[src/accel_offset_pkg.sv]
// Constants for the accelerometer offset register bank
package accel_offset_pkg;

  // ----------------------------------------
  // Native addresses
  // ----------------------------------------
  localparam logic [7:0] ADDR_X_HIGH = 8'h77;
  localparam logic [7:0] ADDR_X_LOW = 8'h78;
  localparam logic [7:0] ADDR_Y_HIGH = 8'h7a;
  localparam logic [7:0] ADDR_Y_LOW = 8'h7b;
  localparam logic [7:0] ADDR_Z_HIGH = 8'h7d;
  localparam logic [7:0] ADDR_Z_LOW = 8'h7e;

  // ----------------------------------------
  // Legacy-compatible addresses
  // ----------------------------------------
  localparam logic [7:0] LEGACY_X_HIGH = 8'h06;
  localparam logic [7:0] LEGACY_X_LOW = 8'h07;
  localparam logic [7:0] LEGACY_Y_HIGH = 8'h08;
  localparam logic [7:0] LEGACY_Y_LOW = 8'h09;
  localparam logic [7:0] LEGACY_Z_HIGH = 8'h0a;
  localparam logic [7:0] LEGACY_Z_LOW = 8'h0b;

  // ----------------------------------------
  // Fields and reset values
  // ----------------------------------------
  localparam logic [7:0] OFFSET_RESET = 8'h00;
  localparam logic [7:0] LOW_WRITE_MASK = 8'hfe;
  localparam int OFFSET_WIDTH = 15;
  localparam int SAMPLE_WIDTH = 16;
  localparam int AXES = 3;

endpackage : accel_offset_pkg

[src/accel_offset_registers.sv]
// Accelerometer offset register bank with offset-corrected sample outputs
// Summary of operation
// - High register of each axis holds offset bits 14 to 7.
// - Low register bits 7 to 1 hold offset bits 6 to 0; bit 0 reserved.
// - Offset is 15 bits, 0.98 mg step, +/-16 g, range independent.
// - Native Y at 122/123, Z at 125/126.
// - All offset registers readable, writable, reset to 0x00.
// - Legacy mode maps the six registers to addresses 6 through 11.
// - Native X at 119/120, read-write, reset zero.
`timescale 1ns/1ps
`default_nettype none

module accel_offset_registers (
  input wire logic core_clk,
  input wire logic rst_n,
  input wire logic legacy_mode,
  input wire logic [7:0] reg_addr,
  input wire logic reg_write,
  input wire logic reg_read,
  input wire logic [7:0] reg_wdata,
  output logic [7:0] reg_rdata,
  output logic reg_hit,
  input wire logic [47:0] raw_sample,
  output logic [47:0] corrected_sample
);

  // ----------------------------------------
  // Storage
  // ----------------------------------------
  logic [7:0] offset_high [accel_offset_pkg::AXES];
  logic [7:0] offset_low [accel_offset_pkg::AXES];
  logic [7:0] next_offset_high [accel_offset_pkg::AXES];
  logic [7:0] next_offset_low [accel_offset_pkg::AXES];
  logic [7:0] next_reg_rdata;
  logic next_reg_hit;
  logic [47:0] next_corrected_sample;
  logic [2:0] sel_high;
  logic [2:0] sel_low;

  // ----------------------------------------
  // Address decode
  // ----------------------------------------
  always_comb
  begin
    if (legacy_mode)
    begin
      // Legacy map at 6..11
      sel_high = {reg_addr == accel_offset_pkg::LEGACY_Z_HIGH,
                  reg_addr == accel_offset_pkg::LEGACY_Y_HIGH,
                  reg_addr == accel_offset_pkg::LEGACY_X_HIGH};
      sel_low = {reg_addr == accel_offset_pkg::LEGACY_Z_LOW,
                 reg_addr == accel_offset_pkg::LEGACY_Y_LOW,
                 reg_addr == accel_offset_pkg::LEGACY_X_LOW};
    end
    else
    begin
      // Native map
      sel_high = {reg_addr == accel_offset_pkg::ADDR_Z_HIGH,
                  reg_addr == accel_offset_pkg::ADDR_Y_HIGH,
                  reg_addr == accel_offset_pkg::ADDR_X_HIGH};
      sel_low = {reg_addr == accel_offset_pkg::ADDR_Z_LOW,
                 reg_addr == accel_offset_pkg::ADDR_Y_LOW,
                 reg_addr == accel_offset_pkg::ADDR_X_LOW};
    end
  end

  // ----------------------------------------
  // Next values
  // ----------------------------------------
  always_comb
  begin
    next_reg_rdata = 8'h00;
    next_reg_hit = 1'b0;
    for (int i = 0; i < accel_offset_pkg::AXES; i++)
    begin
      next_offset_high[i] = offset_high[i];
      next_offset_low[i] = offset_low[i];
      if (reg_write && sel_high[i])
        next_offset_high[i] = reg_wdata;
      if (reg_write && sel_low[i])
        next_offset_low[i] = reg_wdata & accel_offset_pkg::LOW_WRITE_MASK;
      if (reg_read && sel_high[i])
      begin
        next_reg_rdata = offset_high[i];
        next_reg_hit = 1'b1;
      end
      if (reg_read && sel_low[i])
      begin
        next_reg_rdata = offset_low[i];
        next_reg_hit = 1'b1;
      end
    end
  end

  // ----------------------------------------
  // Offset correction per axis
  // ----------------------------------------
  genvar g;
  generate
    for (g = 0; g < accel_offset_pkg::AXES; g++)
    begin : g_axis
      logic signed [14:0] offset_value;
      logic signed [15:0] sample;
      assign offset_value = {offset_high[g], offset_low[g][7:1]};
      assign sample = raw_sample[g*16 +: 16];
      // Same 0.98 mg step in every range; sum wraps at 16 bits
      assign next_corrected_sample[g*16 +: 16] = 16'(sample + 16'(offset_value));
    end
  endgenerate

  // ----------------------------------------
  // Registers
  // ----------------------------------------
  always_ff @(posedge core_clk or negedge rst_n)
  begin
    if (!rst_n)
    begin
      for (int i = 0; i < accel_offset_pkg::AXES; i++)
      begin
        offset_high[i] <= accel_offset_pkg::OFFSET_RESET;
        offset_low[i] <= accel_offset_pkg::OFFSET_RESET;
      end
      reg_rdata <= 8'h00;
      reg_hit <= 1'b0;
      corrected_sample <= 48'h0;
    end
    else
    begin
      for (int i = 0; i < accel_offset_pkg::AXES; i++)
      begin
        offset_high[i] <= next_offset_high[i];
        offset_low[i] <= next_offset_low[i];
      end
      reg_rdata <= next_reg_rdata;
      reg_hit <= next_reg_hit;
      corrected_sample <= next_corrected_sample;
    end
  end

  // ----------------------------------------
  // Checks
  // ----------------------------------------
  low_reserved_a: assert property (@(posedge core_clk) disable iff (!rst_n)
    offset_low[0][0] == 1'b0 && offset_low[1][0] == 1'b0 && offset_low[2][0] == 1'b0)
    else $error("reserved low bit set");
  y_high_write_a: assert property (@(posedge core_clk) disable iff (!rst_n)
    reg_write && !legacy_mode && reg_addr == accel_offset_pkg::ADDR_Y_HIGH
    |=> offset_high[1] == $past(reg_wdata))
    else $error("y high write lost");
  z_low_write_a: assert property (@(posedge core_clk) disable iff (!rst_n)
    reg_write && !legacy_mode && reg_addr == accel_offset_pkg::ADDR_Z_LOW
    |=> offset_low[2] == ($past(reg_wdata) & accel_offset_pkg::LOW_WRITE_MASK))
    else $error("z low write lost");
  x_readback_a: assert property (@(posedge core_clk) disable iff (!rst_n)
    reg_read && !reg_write && !legacy_mode && reg_addr == accel_offset_pkg::ADDR_X_HIGH
    |=> reg_hit && reg_rdata == offset_high[0])
    else $error("x high readback wrong");
  legacy_map_a: assert property (@(posedge core_clk) disable iff (!rst_n)
    reg_write && legacy_mode && reg_addr == accel_offset_pkg::LEGACY_Y_HIGH
    |=> offset_high[1] == $past(reg_wdata))
    else $error("legacy y high write lost");
  legacy_native_a: assert property (@(posedge core_clk) disable iff (!rst_n)
    reg_read && legacy_mode && reg_addr == accel_offset_pkg::ADDR_X_HIGH |=> !reg_hit)
    else $error("native address hit in legacy mode");
  unmapped_read_a: assert property (@(posedge core_clk) disable iff (!rst_n)
    reg_read && !reg_hit && !legacy_mode && reg_addr == 8'h79 |=> !reg_hit && reg_rdata == 8'h00)
    else $error("unmapped read answered");
  correct_x_a: assert property (@(posedge core_clk) disable iff (!rst_n)
    $stable(offset_high[0]) && $stable(offset_low[0])
    |=> corrected_sample[15:0] == 16'($past(raw_sample[15:0])
    + $past({offset_high[0][7], offset_high[0], offset_low[0][7:1]})))
    else $error("x correction wrong");

  // ----------------------------------------
  // Write checks
  // ----------------------------------------
  x_high_write_a: assert property (@(posedge core_clk) disable iff (!rst_n)
    reg_write && !legacy_mode && reg_addr == accel_offset_pkg::ADDR_X_HIGH
    |=> offset_high[0] == $past(reg_wdata))
    else $error("x high write lost");
  x_low_write_a: assert property (@(posedge core_clk) disable iff (!rst_n)
    reg_write && !legacy_mode && reg_addr == accel_offset_pkg::ADDR_X_LOW
    |=> offset_low[0] == ($past(reg_wdata) & accel_offset_pkg::LOW_WRITE_MASK))
    else $error("x low write lost");
  y_low_write_a: assert property (@(posedge core_clk) disable iff (!rst_n)
    reg_write && !legacy_mode && reg_addr == accel_offset_pkg::ADDR_Y_LOW
    |=> offset_low[1] == ($past(reg_wdata) & accel_offset_pkg::LOW_WRITE_MASK))
    else $error("y low write lost");
  z_high_write_a: assert property (@(posedge core_clk) disable iff (!rst_n)
    reg_write && !legacy_mode && reg_addr == accel_offset_pkg::ADDR_Z_HIGH
    |=> offset_high[2] == $past(reg_wdata))
    else $error("z high write lost");
  legacy_x_low_a: assert property (@(posedge core_clk) disable iff (!rst_n)
    reg_write && legacy_mode && reg_addr == accel_offset_pkg::LEGACY_X_LOW
    |=> offset_low[0] == ($past(reg_wdata) & accel_offset_pkg::LOW_WRITE_MASK))
    else $error("legacy x low write lost");
  legacy_z_high_a: assert property (@(posedge core_clk) disable iff (!rst_n)
    reg_write && legacy_mode && reg_addr == accel_offset_pkg::LEGACY_Z_HIGH
    |=> offset_high[2] == $past(reg_wdata))
    else $error("legacy z high write lost");
  offsets_hold_a: assert property (@(posedge core_clk) disable iff (!rst_n)
    !reg_write |=> $stable(offset_high[0]) && $stable(offset_high[1])
    && $stable(offset_high[2]) && $stable(offset_low[0])
    && $stable(offset_low[1]) && $stable(offset_low[2]))
    else $error("offset changed without write");

  // ----------------------------------------
  // Read checks
  // ----------------------------------------
  idle_read_a: assert property (@(posedge core_clk) disable iff (!rst_n)
    !reg_read |=> !reg_hit && reg_rdata == 8'h00)
    else $error("read answer without request");
  y_readback_low_a: assert property (@(posedge core_clk) disable iff (!rst_n)
    reg_read && !reg_write && !legacy_mode && reg_addr == accel_offset_pkg::ADDR_Y_LOW
    |=> reg_hit && reg_rdata == offset_low[1])
    else $error("y low readback wrong");
  legacy_readback_a: assert property (@(posedge core_clk) disable iff (!rst_n)
    reg_read && !reg_write && legacy_mode && reg_addr == accel_offset_pkg::LEGACY_Z_LOW
    |=> reg_hit && reg_rdata == offset_low[2])
    else $error("legacy z low readback wrong");

  // ----------------------------------------
  // Sample path checks
  // ----------------------------------------
  correct_y_a: assert property (@(posedge core_clk) disable iff (!rst_n)
    1'b1 |=> corrected_sample[31:16] == 16'($past(raw_sample[31:16])
    + $past({offset_high[1][7], offset_high[1], offset_low[1][7:1]})))
    else $error("y correction wrong");
  correct_z_a: assert property (@(posedge core_clk) disable iff (!rst_n)
    1'b1 |=> corrected_sample[47:32] == 16'($past(raw_sample[47:32])
    + $past({offset_high[2][7], offset_high[2], offset_low[2][7:1]})))
    else $error("z correction wrong");

endmodule : accel_offset_registers

`default_nettype wire

[config.mk]
export PLATFORM = sky130hd
export DESIGN_NAME = accel_offset_registers
export DESIGN_NICKNAME = d
export VERILOG_FILES = /design/src/accel_offset_pkg.sv /design/src/accel_offset_registers.sv
export SDC_FILE = /design/constraint.sdc
export NUM_CORES = 1
export LEC_CHECK = 0
export BUFFER_PORTS_ARGS = -buffer_cell sky130_fd_sc_hd__buf_2
export CORE_MARGIN = 4
export CORE_UTILIZATION = 60
export DETAILED_ROUTE_END_ITERATION = 12
export PLACE_DENSITY = 0.93
export SKIP_LAST_GASP = 1
export SLEW_MARGIN = 10
export SYNTH_ARGS = -nofsm -noshare
export SYNTH_HDL_FRONTEND = slang
export SYNTH_SLANG_ARGS = --single-unit
[constraint.sdc]
create_clock -name core_clk -period 4.25 [get_ports core_clk]
set_input_delay 0.6375 -clock core_clk [delete_from_list [all_inputs] [get_ports core_clk]]
set_output_delay 0.6375 -clock core_clk [all_outputs]
set_load 0.005 [all_outputs]
==> out/metrics.cfg, run 1 <==
[status]
status = completed

[critical_path]
critPathMaxFanout = 4
cp-end-kind = register
worstRegToRegCells = 7
r2r-start = g_axis[1].offset_value[0]
reg2reg_to = corrected_sample[30]
arrival_ps = 2850
cp.required_ps = 4540
worst-setup-path-type = register to register
start_kind = register
rrSetupSlack_ps = 1690

[layout]
antennaDiodeCount = 0
utilization_pct = 70.7
num-nets-final = 775
drive_gt1_share_pct = 30.6
area_growth_pct = 15.7

[placed_design]
io_buffers = 125
dp_worst_setup_slack_ps = 1460
hpwlAfterDp_microns = 11400
place.gp.congestion = 0.925

[die]
rows = 36
start_util_pct = 61.1
ioPinCount = 126
die_area_sq_um = 11600
fp.dieW_microns = 108
die_y_microns = 108
core_area_sq_um = 9730

[clocking]
clkSlewWorstSetupHoldPaths_ps = 100
clockRootBuffer = clkbuf_8
cts_buffers = 9
cts.sinks = 102
cts_setup_buffers = 0
clk_latency_ps = 380
cts.path.max_buffers = 2
cts_tree = yes
cts_resized = 0
cts_hold_buf = 0
htreeDepth = 3

[sta]
setup_ws_ps = 1690
skew_ps = 10.7
hold_ws_ps = 375
setup_viol = 0
slew_headroom_pct = 41.7
tns_ps = 0
worst_pin_slew_ps = 874
fmax_ghz = 0.390
rsz0062_at_grt = false
report.final.slew_viol_count = 0
hold_violations = 0
min_period_ps = 2560
finalCritPeriodShare_pct = 60.3

[global_route]
grt_pass1_wl_microns = 24100
antenna_found_initial = 0
first_global_vias = 4952
grt_remaining_overflow = 0
grt_max_degree = 72
grtUsageTotal_pct = 26.7

[logic_synthesis]
yosys.area.top_type = dfrtp_1
ys_seq_area_share_pct = 42.9
synthesis.area_sq_um = 5950
synth_top_area_share_pct = 42.9
yosysWarnings = 0
ys_seq_elements = 102
synth_area_leaders = dfrtp_1 (43%), ha_1 (9.5%), mux2_2 (6.8%)
synth_edf_count = 0
ys_types = 64
syn_nets = 649
synthFlopType = dfrtp_1
synthCells = 532
async_reset_ff_share_pct = 100
avgSynthCellArea_sq_um = 11.2

[pwr]
p_leak_nw = 3.35
power_density_nw_per_um2 = 323
ir_worst_vdd_mv = 0.201

[routing]
routedWlPerCell_microns = 18.9
wirelength_microns = 15100
drtIter0Drc = 301
drt-vias-per-instance = 6.17
drc = 0
ant_nets = 0
first_pass_iters = 5
vias = 4913

[min_path]
hp-class = input port to async pin

[run]
max_cap_viol_count = 0

-- registers in the layout, indices dropped and copies added (netlist names) --
name                 count
g_axis.offset_value     45
reg_hit                  1
reg_rdata                8
corrected_sample        48
-- stage by stage --
step | instances | instance area [sq um] | total power [W]
6_report | 796 | 6880 | 0.00222
5_1_grt | 796 | 6880 | 0.00233
4_1_cts | 796 | 6880 | 0.00223
3_5_place_dp | 780 | 6680 | 0.00159
3_3_place_gp | 780 | 6680 | 0.00156
2_1_floorplan | 532 | 5950 | 0.00139
-- Yosys cell counts, drive strengths merged, types with 4 or more instances --
cell type	n
o211ai	6
mux2	44
inv	13
and3	4
o21ai	31
nand2b	6
clkbuf	6
xnor2	24
o31ai	5
a21oi	31
a211oi	10
o21bai	7
nand2	28
a21o	14
ha	45
nor4	6
nand3	13
dfrtp	102
nor2b	4
a22oi	14
xor2	10
mux2i	8
buf	5
nor3	14
o21a	10
a221oi	6
nor2	22
-- critical path: stages, from the launching register on --
cell	delay [ps]
dfrtp_1	420
ha_1	240
fa_1	450
a211oi_1	230
nor2_1	130
o311ai_0	580
nand2_1	180
o211ai_1	240
-- layer usage --
metal | part of all wire [%] | up-vias | global-route usage (%)
met5 | 0 | - | 0
met4 | 3.9 | 0 | 13.3
met3 | 7.0 | 54 | 4.50
met2 | 50 | 212 | 45.3
met1 | 39 | 2385 | 32.9
li1 | - | 2262 | -
-- layout by cell type, fill, tap and decap left out, drive strengths merged, types with 3 or more instances in the layout --
master  Yosys  layout
a2111o      3       3
a211oi     10      10
a21o       14      14
a21oi      31      31
a221oi      6       6
a22oi      14      14
and3        4       4
and4b       3       3
buf         5     126
clkbuf      6       9
dfrtp     102     102
fa          3       3
ha         45      45
inv        13      17
mux2       44      44
mux2i       8       8
nand2      28      28
nand2b      6       6
nand3      13      13
nand3b      3       3
nor2       22      22
nor2b       4       4
nor3       14      14
nor4        6       6
o211ai      6       6
o21a       10      10
o21ai      31      31
o21bai      7       7
o311ai      3       3
o31ai       5       5
or3b        3       3
xnor2      24      24
xor2       10      10
-- where the power goes --
group          internal, W  total [W]  switching, W
Clock             0.000282   0.000644      0.000363
Combinational     0.000216   0.000475      0.000260
Sequential         0.00106    0.00110     0.0000424
-- final cells by class --
type                            count  area, sq um
Clock buffer                        9          124
Clock inverter                      7         80.1
Fill cell                         699         2850
Inverter                           13         48.8
Multi-Input combinational cell    406         3270
Sequential cell                   102         2550
Tap cell                          133          166
Timing Repair Buffer              126          636
-- cells by family after synthesis --
family / synth area share, %
and+or+nand+nor: 11.6
xor gates and xnor gates: 5.01
adders and majority gates: 10.5
DFF: 42.9
buffers and inverters: 2.02
muxes: 10.4
AOI/OAI and AO/OA: 17.6
-- how the worst max path moves through the flow --
stage | slack, ps | endpoint | depth (start not counted) | from
floorplan | 1780 | corrected_sample[14] | 7 | raw_sample[0]
global placement | 1560 | corrected_sample[14] | 8 | raw_sample[0]
detailed placement | 1460 | corrected_sample[26] | 8 | raw_sample[16]
CTS | 1760 | corrected_sample[26] | 7 | g_axis[1].offset_value[0]
global route | 1530 | corrected_sample[30] | 7 | g_axis[1].offset_value[0]
finish | 1690 | corrected_sample[30] | 7 | g_axis[1].offset_value[0]
(Power assumes the default switching activity.)
==> inputs of run 2 (changes only) <==
--- a/config.mk
+++ b/config.mk
@@ -7,9 +7,9 @@
 export LEC_CHECK = 0
 export BUFFER_PORTS_ARGS = -buffer_cell sky130_fd_sc_hd__buf_2
 export CORE_MARGIN = 4
-export CORE_UTILIZATION = 60
+export CORE_UTILIZATION = 50
 export DETAILED_ROUTE_END_ITERATION = 12
-export PLACE_DENSITY = 0.93
+export PLACE_DENSITY = 0.83
 export SKIP_LAST_GASP = 1
 export SLEW_MARGIN = 10
 export SYNTH_ARGS = -nofsm -noshare
==> constraint.sdc (replaced) <==
create_clock -name core_clk -period 2.3 [get_ports core_clk]
set_input_delay 0.345 -clock core_clk [delete_from_list [all_inputs] [get_ports core_clk]]
set_output_delay 0.345 -clock core_clk [all_outputs]
set_load 0.005 [all_outputs]
==> run 2 against run 1 <==
Effect of this change: die area increased by 18%; final area increased by 3.2%; cell count increased by 2.9%; combinational power increased by 90%; total power increased by 95%; sequential power increased by 85%; worst setup slack got worse by 1600 ps; critical endpoint unchanged; fmax increased by 14%.
==> out/metrics.cfg, run 2 (synthesized netlist as in run 1, its figures left out) <==
[routing]
vias = 4902  ; -0.22%
drc = 0  ; unchanged
ant_nets = 0  ; unchanged
wirelength_microns = 15400  ; +2.3%
drtIter0Drc = 293  ; -2.7%
drt-vias-per-instance = 5.99  ; -3.0%
routedWlPerCell_microns = 18.8  ; -0.58%
first_pass_iters = 5  ; unchanged

[sta]
hold_violations = 0  ; unchanged
report.final.slew_viol_count = 0  ; unchanged
worst_pin_slew_ps = 616  ; -258 ps
setup_viol = 0  ; unchanged
slew_headroom_pct = 58.9  ; +17 points
rsz0062_at_grt = true
min_period_ps = 2240  ; -324 ps
tns_ps = 0  ; unchanged
fmax_ghz = 0.447  ; +14%
finalCritPeriodShare_pct = 97.3  ; +37 points
skew_ps = 5.28  ; -5.39 ps

[global_route]
grt_max_degree = 46  ; -36%
grt_pass1_wl_microns = 24600  ; +2.1%
antenna_found_initial = 0  ; unchanged
grtUsageTotal_pct = 23.0  ; -3.7 points
grt_remaining_overflow = 0  ; unchanged
first_global_vias = 5069  ; +2.4%

[die]
rows = 39  ; +8.3%
ioPinCount = 126  ; unchanged
die_area_sq_um = 13700  ; +18%
core_area_sq_um = 11500  ; +18%
die_y_microns = 117  ; +8.8%
fp.dieW_microns = 117  ; +8.8%
start_util_pct = 51.6  ; -9.5 points

[clocking]
clk_latency_ps = 350  ; -30 ps
cts.sinks = 102  ; unchanged
cts_tree = yes
cts_buffers = 9  ; unchanged
clockRootBuffer = clkbuf_16
htreeDepth = 3  ; unchanged
cts.path.max_buffers = 2  ; unchanged
cts_hold_buf = 0  ; unchanged
clkSlewWorstSetupHoldPaths_ps = 70  ; -30 ps

[critical_path]
cp-end-kind = register
path_cells = ha_1 > fa_1 > a211oi_1 > nor2_1 > o311ai_1 > buf_4 > nand2_1 > o211ai_1
critPathMaxFanout = 3  ; -1
cpLargestDelayFamily = compound AO/OA/AOI/OAI gates
worst-setup-path-type = register to register
arrival_ps = 2500  ; -350 ps
crit_path_max_incr_delay_ps = 390  ; -190 ps
cp.required_ps = 2560  ; -1980 ps
rrSetupSlack_ps = 60  ; -1630 ps
path_buf_inv = 1  ; +1
start_kind = register
critical-path-slowest-cell = dfrtp_1

[layout]
finalInstanceArea_sq_um = 7100  ; +3.2%
final_common_cell = buf_2
regArea_sq_um = 2550  ; unchanged
antennaDiodeCount = 0  ; unchanged
utilization_pct = 61.7  ; -9.0 points
fillCellCount = 890  ; +27%
multi_input_area_sq_um = 3310  ; +1.1%
largest_reg_flops = 48  ; unchanged
area_growth_pct = 19.5
num-nets-final = 788  ; +1.7%
drive_gt1_share_pct = 32.8  ; +2.2 points
layout_common_cells = buf_2 (124), dfrtp_1 (102), ha_1 (44)
top_register = corrected_sample

[placed_design]
place_area_sq_um = 6800  ; +1.8%
io_buffers = 125  ; unchanged
place.gp.congestion = 0.922  ; -0.32%
hpwlAfterDp_microns = 11600  ; +1.7%

[run]
max_cap_viol_count = 0  ; unchanged

[min_path]
hp-class = input port to async pin

[status]
status = completed

[pwr]
p_leak_nw = 3.45  ; +3.0%
power_density_nw_per_um2 = 610  ; +89%
fin_total_pwr_w = 0.00433  ; +95%
ir_worst_vdd_mv = 0.336  ; +67%

==> run 2: cell count changes in the layout (fill, tap and decap cells not counted), moves of 3 or more <==
cell	change
inv_6	-3
clkbuf_8	-9
buf_4	+12
clkbuf_16	+9
==> run 2: worst reg2reg max path, stage by stage (launching register included) <==
cell and delay (ps):
dfrtp_1 390, ha_1 210, fa_1 390, a211oi_1 220, nor2_1 120, o311ai_1 380
buf_4 190, nand2_1 70, o211ai_1 190
==> run 2: worst paths after layout <==
kind / start / to / depth (start not counted)
worst min-delay path: rst_n / corrected_sample[33] / 1
worst max-delay path: g_axis[1].offset_value[0] / corrected_sample[30] / 8
max in group asynchronous: rst_n / corrected_sample[19] / 2
min in group core_clk: raw_sample[0] / corrected_sample[0] / 2
worst min register to register: g_axis[0].offset_value[0] / corrected_sample[0] / 1
worst max register to register: g_axis[1].offset_value[0] / corrected_sample[30] / 8
==> run 2: final cells by class <==
class,count,area share (%)
clock buffer,10,3.22
clock inverter,6,0.546
inverter,13,0.687
multi-input combinational,406,46.6
sequential,102,35.9
tap,143,2.52
timing repair buffer,139,10.5
==> run 2: what timing repair did <==
item / in CTS / in global routing
pin swaps: 0 / 1
setup endpoints to repair: 4 / 7
cloned: 0 / 0
buffers inserted: 0 / 0
gates resized for setup: 2 / 8
==> run 2: metal layers <==
layer	up-vias	wire length (microns)	GRT usage (%)	share of wire, %
met4	0	650	12.5	4.2
met3	60	989	4.63	6.4
li1	2285	-	-	-
met5	-	0	0	0
met2	206	7490	38.2	49
met1	2351	6280	28.1	41
==> run 2: through the flow <==
stage	instances	hold slack, ps	worst slack, ps
after floorplan	532	49.4	107
after global placement	803	380	-59.4
after detailed placement	803	388	-123
after CTS	819	19.6	-1.49
after global routing	819	46.0	-31.8
final	819	12.0	62.7
==> run 2: power breakdown <==
part,switching (W),internal (W)
sequential,0.0000792,0.00196
combinational,0.000486,0.000414
clock,0.000666,0.000730
==> inputs of run 3 (changes only) <==
--- a/config.mk
+++ b/config.mk
@@ -5,7 +5,7 @@
 export SDC_FILE = /design/constraint.sdc
 export NUM_CORES = 1
 export LEC_CHECK = 0
-export BUFFER_PORTS_ARGS = -buffer_cell sky130_fd_sc_hd__buf_2
+export BUFFER_PORTS_ARGS = -buffer_cell sky130_fd_sc_hd__buf_4
 export CORE_MARGIN = 4
 export CORE_UTILIZATION = 50
 export DETAILED_ROUTE_END_ITERATION = 12
==> run 3 against run 2 <==
Effect of this change: core utilization increased by 3.3 points; sequential power hardly changed; first-iteration DRC count up 28%; hold slack better by 210 ps; routed wire length is 1.5% higher; sequential cell count unchanged; global-route usage rose by 0.17 points; critical path depth down 2; critical endpoint is now corrected_sample[13]; largest cell class unchanged; highest routed layer unchanged.
==> out/metrics.cfg, run 3 (synthesized netlist as in run 1, its figures left out) <==
[run]
max_cap_viol_count = 0  ; unchanged

[clocking]
clockRootBuffer = clkbuf_16
clkSlewWorstSetupHoldPaths_ps = 70  ; about the same
cts_buffers = 9  ; unchanged
cts.path.max_buffers = 2  ; unchanged
cts_tree = yes
htreeDepth = 3  ; unchanged
cts.sinks = 102  ; unchanged
clk_latency_ps = 350  ; about the same

[pwr]
p_leak_nw = 3.59  ; +3.9%
clkPwrFrac_pct = 32.4  ; +0.2 points
swShare_pct = 27.7  ; -0.71 points
p_seq_share_pct = 45.3  ; -1.7 points
combPwrFrac_pct = 22.3  ; +1.5 points
fin_total_pwr_w = 0.00452  ; +4.2%
power_density_nw_per_um2 = 604  ; -1.1%
ir_worst_vdd_mv = 0.348  ; +3.5%
p_int_w = 0.00327  ; +5.2%
p_sw_w = 0.00125  ; +1.6%

[sta]
min_period_ps = 2270  ; +34.7 ps
worst_pin_slew_ps = 589  ; -27.9 ps
fmax_ghz = 0.440  ; -1.5%
slew_headroom_pct = 59.8  ; +0.84 points
setup_viol = 0  ; unchanged
tns_ps = 0  ; unchanged
report.final.slew_viol_count = 0  ; unchanged
hold_ws_ps = 224  ; +212 ps
rsz0062_at_grt = true
finalCritPeriodShare_pct = 98.8  ; +1.5 points
skew_ps = 6.41  ; +1.12 ps
hold_violations = 0  ; unchanged
setup_ws_ps = 28.0  ; -34.7 ps

[die]
die_y_microns = 117  ; unchanged
start_util_pct = 51.6  ; unchanged
ioPinCount = 126  ; unchanged
fp.dieW_microns = 117  ; unchanged
die_area_sq_um = 13700  ; unchanged
rows = 39  ; unchanged
core_area_sq_um = 11500  ; unchanged

[global_route]
grt_max_degree = 56  ; +22%
first_global_vias = 5028  ; -0.81%
grtUsageTotal_pct = 23.2  ; +0.17 points
antenna_found_initial = 0  ; unchanged
grt_remaining_overflow = 0  ; unchanged
grt_pass1_wl_microns = 24700  ; +0.39%

[critical_path]
critPathMaxFanout = 7  ; +4
arrival_ps = 2560  ; +60 ps
r2r-start = g_axis[0].offset_value[6]
rrSetupSlack_ps = 30  ; -30 ps
worst-setup-path-type = register to register
worstRegToRegCells = 6  ; -2
cp.required_ps = 2580  ; +20 ps
cp-end-kind = register
start_kind = register
reg2reg_to = corrected_sample[13]

[placed_design]
io_buffers = 125  ; unchanged
dp_cells = 804  ; +0.12%
dp_worst_setup_slack_ps = -227  ; -104 ps
hpwlAfterDp_microns = 12000  ; +3.3%
place.gp.congestion = 0.886  ; -3.9%

[min_path]
hp-start = raw_sample[32]
min_to = corrected_sample[32]
hp-class = input port to register
worstHoldPathCells = 2

[layout]
num-nets-final = 791  ; +0.38%
layout_common_cells = buf_4 (139), dfrtp_1 (102), ha_1 (44)
drive_gt1_share_pct = 33.3  ; +0.44 points
top_register = corrected_sample
area_growth_pct = 25.8
final_cell_count_no_fill = 822  ; +0.37%
final_common_cell = buf_4
antennaDiodeCount = 0  ; unchanged
fillCellCount = 937  ; +5.3%
largest_reg_flops = 48  ; unchanged

[routing]
drtIter0Drc = 374  ; +28%
wirelength_microns = 15600  ; +1.5%
drt-vias-per-instance = 6.05  ; +1.1%
vias = 4973  ; +1.4%
drc = 0  ; unchanged
ant_nets = 0  ; unchanged
routedWlPerCell_microns = 19.0  ; +1.1%
first_pass_iters = 6  ; +1

[status]
status = completed

## run 3: changes by cell type in the layout (fill, tap and decap cells not counted), sizes merged
cell and change:
buf +2, clkbuf +1, clkinv -1, dlygate4sd3 +1
## run 3: per-layer routing
metal	routed length (microns)	track usage, %	part of all wire, %
met1	6580	30.0	42
met2	7720	39.4	49
met3	872	3.39	5.6
met4	465	8.94	3.0
met5	0	0	0
## run 3: how the worst max path moves through the flow
stage | cells past startpoint | slack (ps) | startpoint | to
global placement | 8 | -60 | raw_sample[0] | corrected_sample[14]
finish | 6 | 30 | g_axis[0].offset_value[6] | corrected_sample[13]
floorplan | 7 | 110 | g_axis[0].offset_value[0] | corrected_sample[14]
CTS | 7 | 8 | g_axis[0].offset_value[0] | corrected_sample[14]
global route | 8 | -40 | g_axis[1].offset_value[0] | corrected_sample[24]
detailed placement | 8 | -230 | raw_sample[0] | corrected_sample[12]
## run 3: power by group through the flow
stage          Combinational [W]  Clock, W  Sequential [W]
6_report                 0.00100   0.00146         0.00205
5_1_grt                  0.00110   0.00157         0.00206
4_1_cts                 0.000992   0.00148         0.00205
3_5_place_dp            0.000982         0         0.00208
3_3_place_gp            0.000950         0         0.00207
2_1_floorplan           0.000499         0         0.00207
## run 3: repair_timing
action                                  in CTS  in global routing
pin swaps                                    0                  4
buffers inserted                             0                  1
gates resized for setup                      2                 10
hold endpoints to repair                    31                  0
hold buffers                                 1                  0
endpoints found under the setup margin       3                  9
## run 3: area by class of cell
type	count	area, sq um	share of cell area, %
Multi-Input combinational cell	406	3320	44.4
Sequential cell	102	2550	34.1
Timing Repair Buffer	142	1090	14.6
Clock buffer	11	253	3.38
Tap cell	143	179	2.39
Inverter	13	48.8	0.652
Clock inverter	5	33.8	0.452
## run 3: per-stage QoR
step	util (%)	cell area (sq um)
global placement	61.9	7130
finish	65.0	7480
detailed placement	61.9	7130
CTS	64.6	7440
global route	65.0	7480
floorplan	-	5950
## run 3: critical path, cell delays in order (launching register included)
cell and delay (ps):
dfrtp_1 430, ha_1 450, o21ai_0 130, a221oi_1 420, a21oi_1 230, or3b_1 440, nand3_1 100
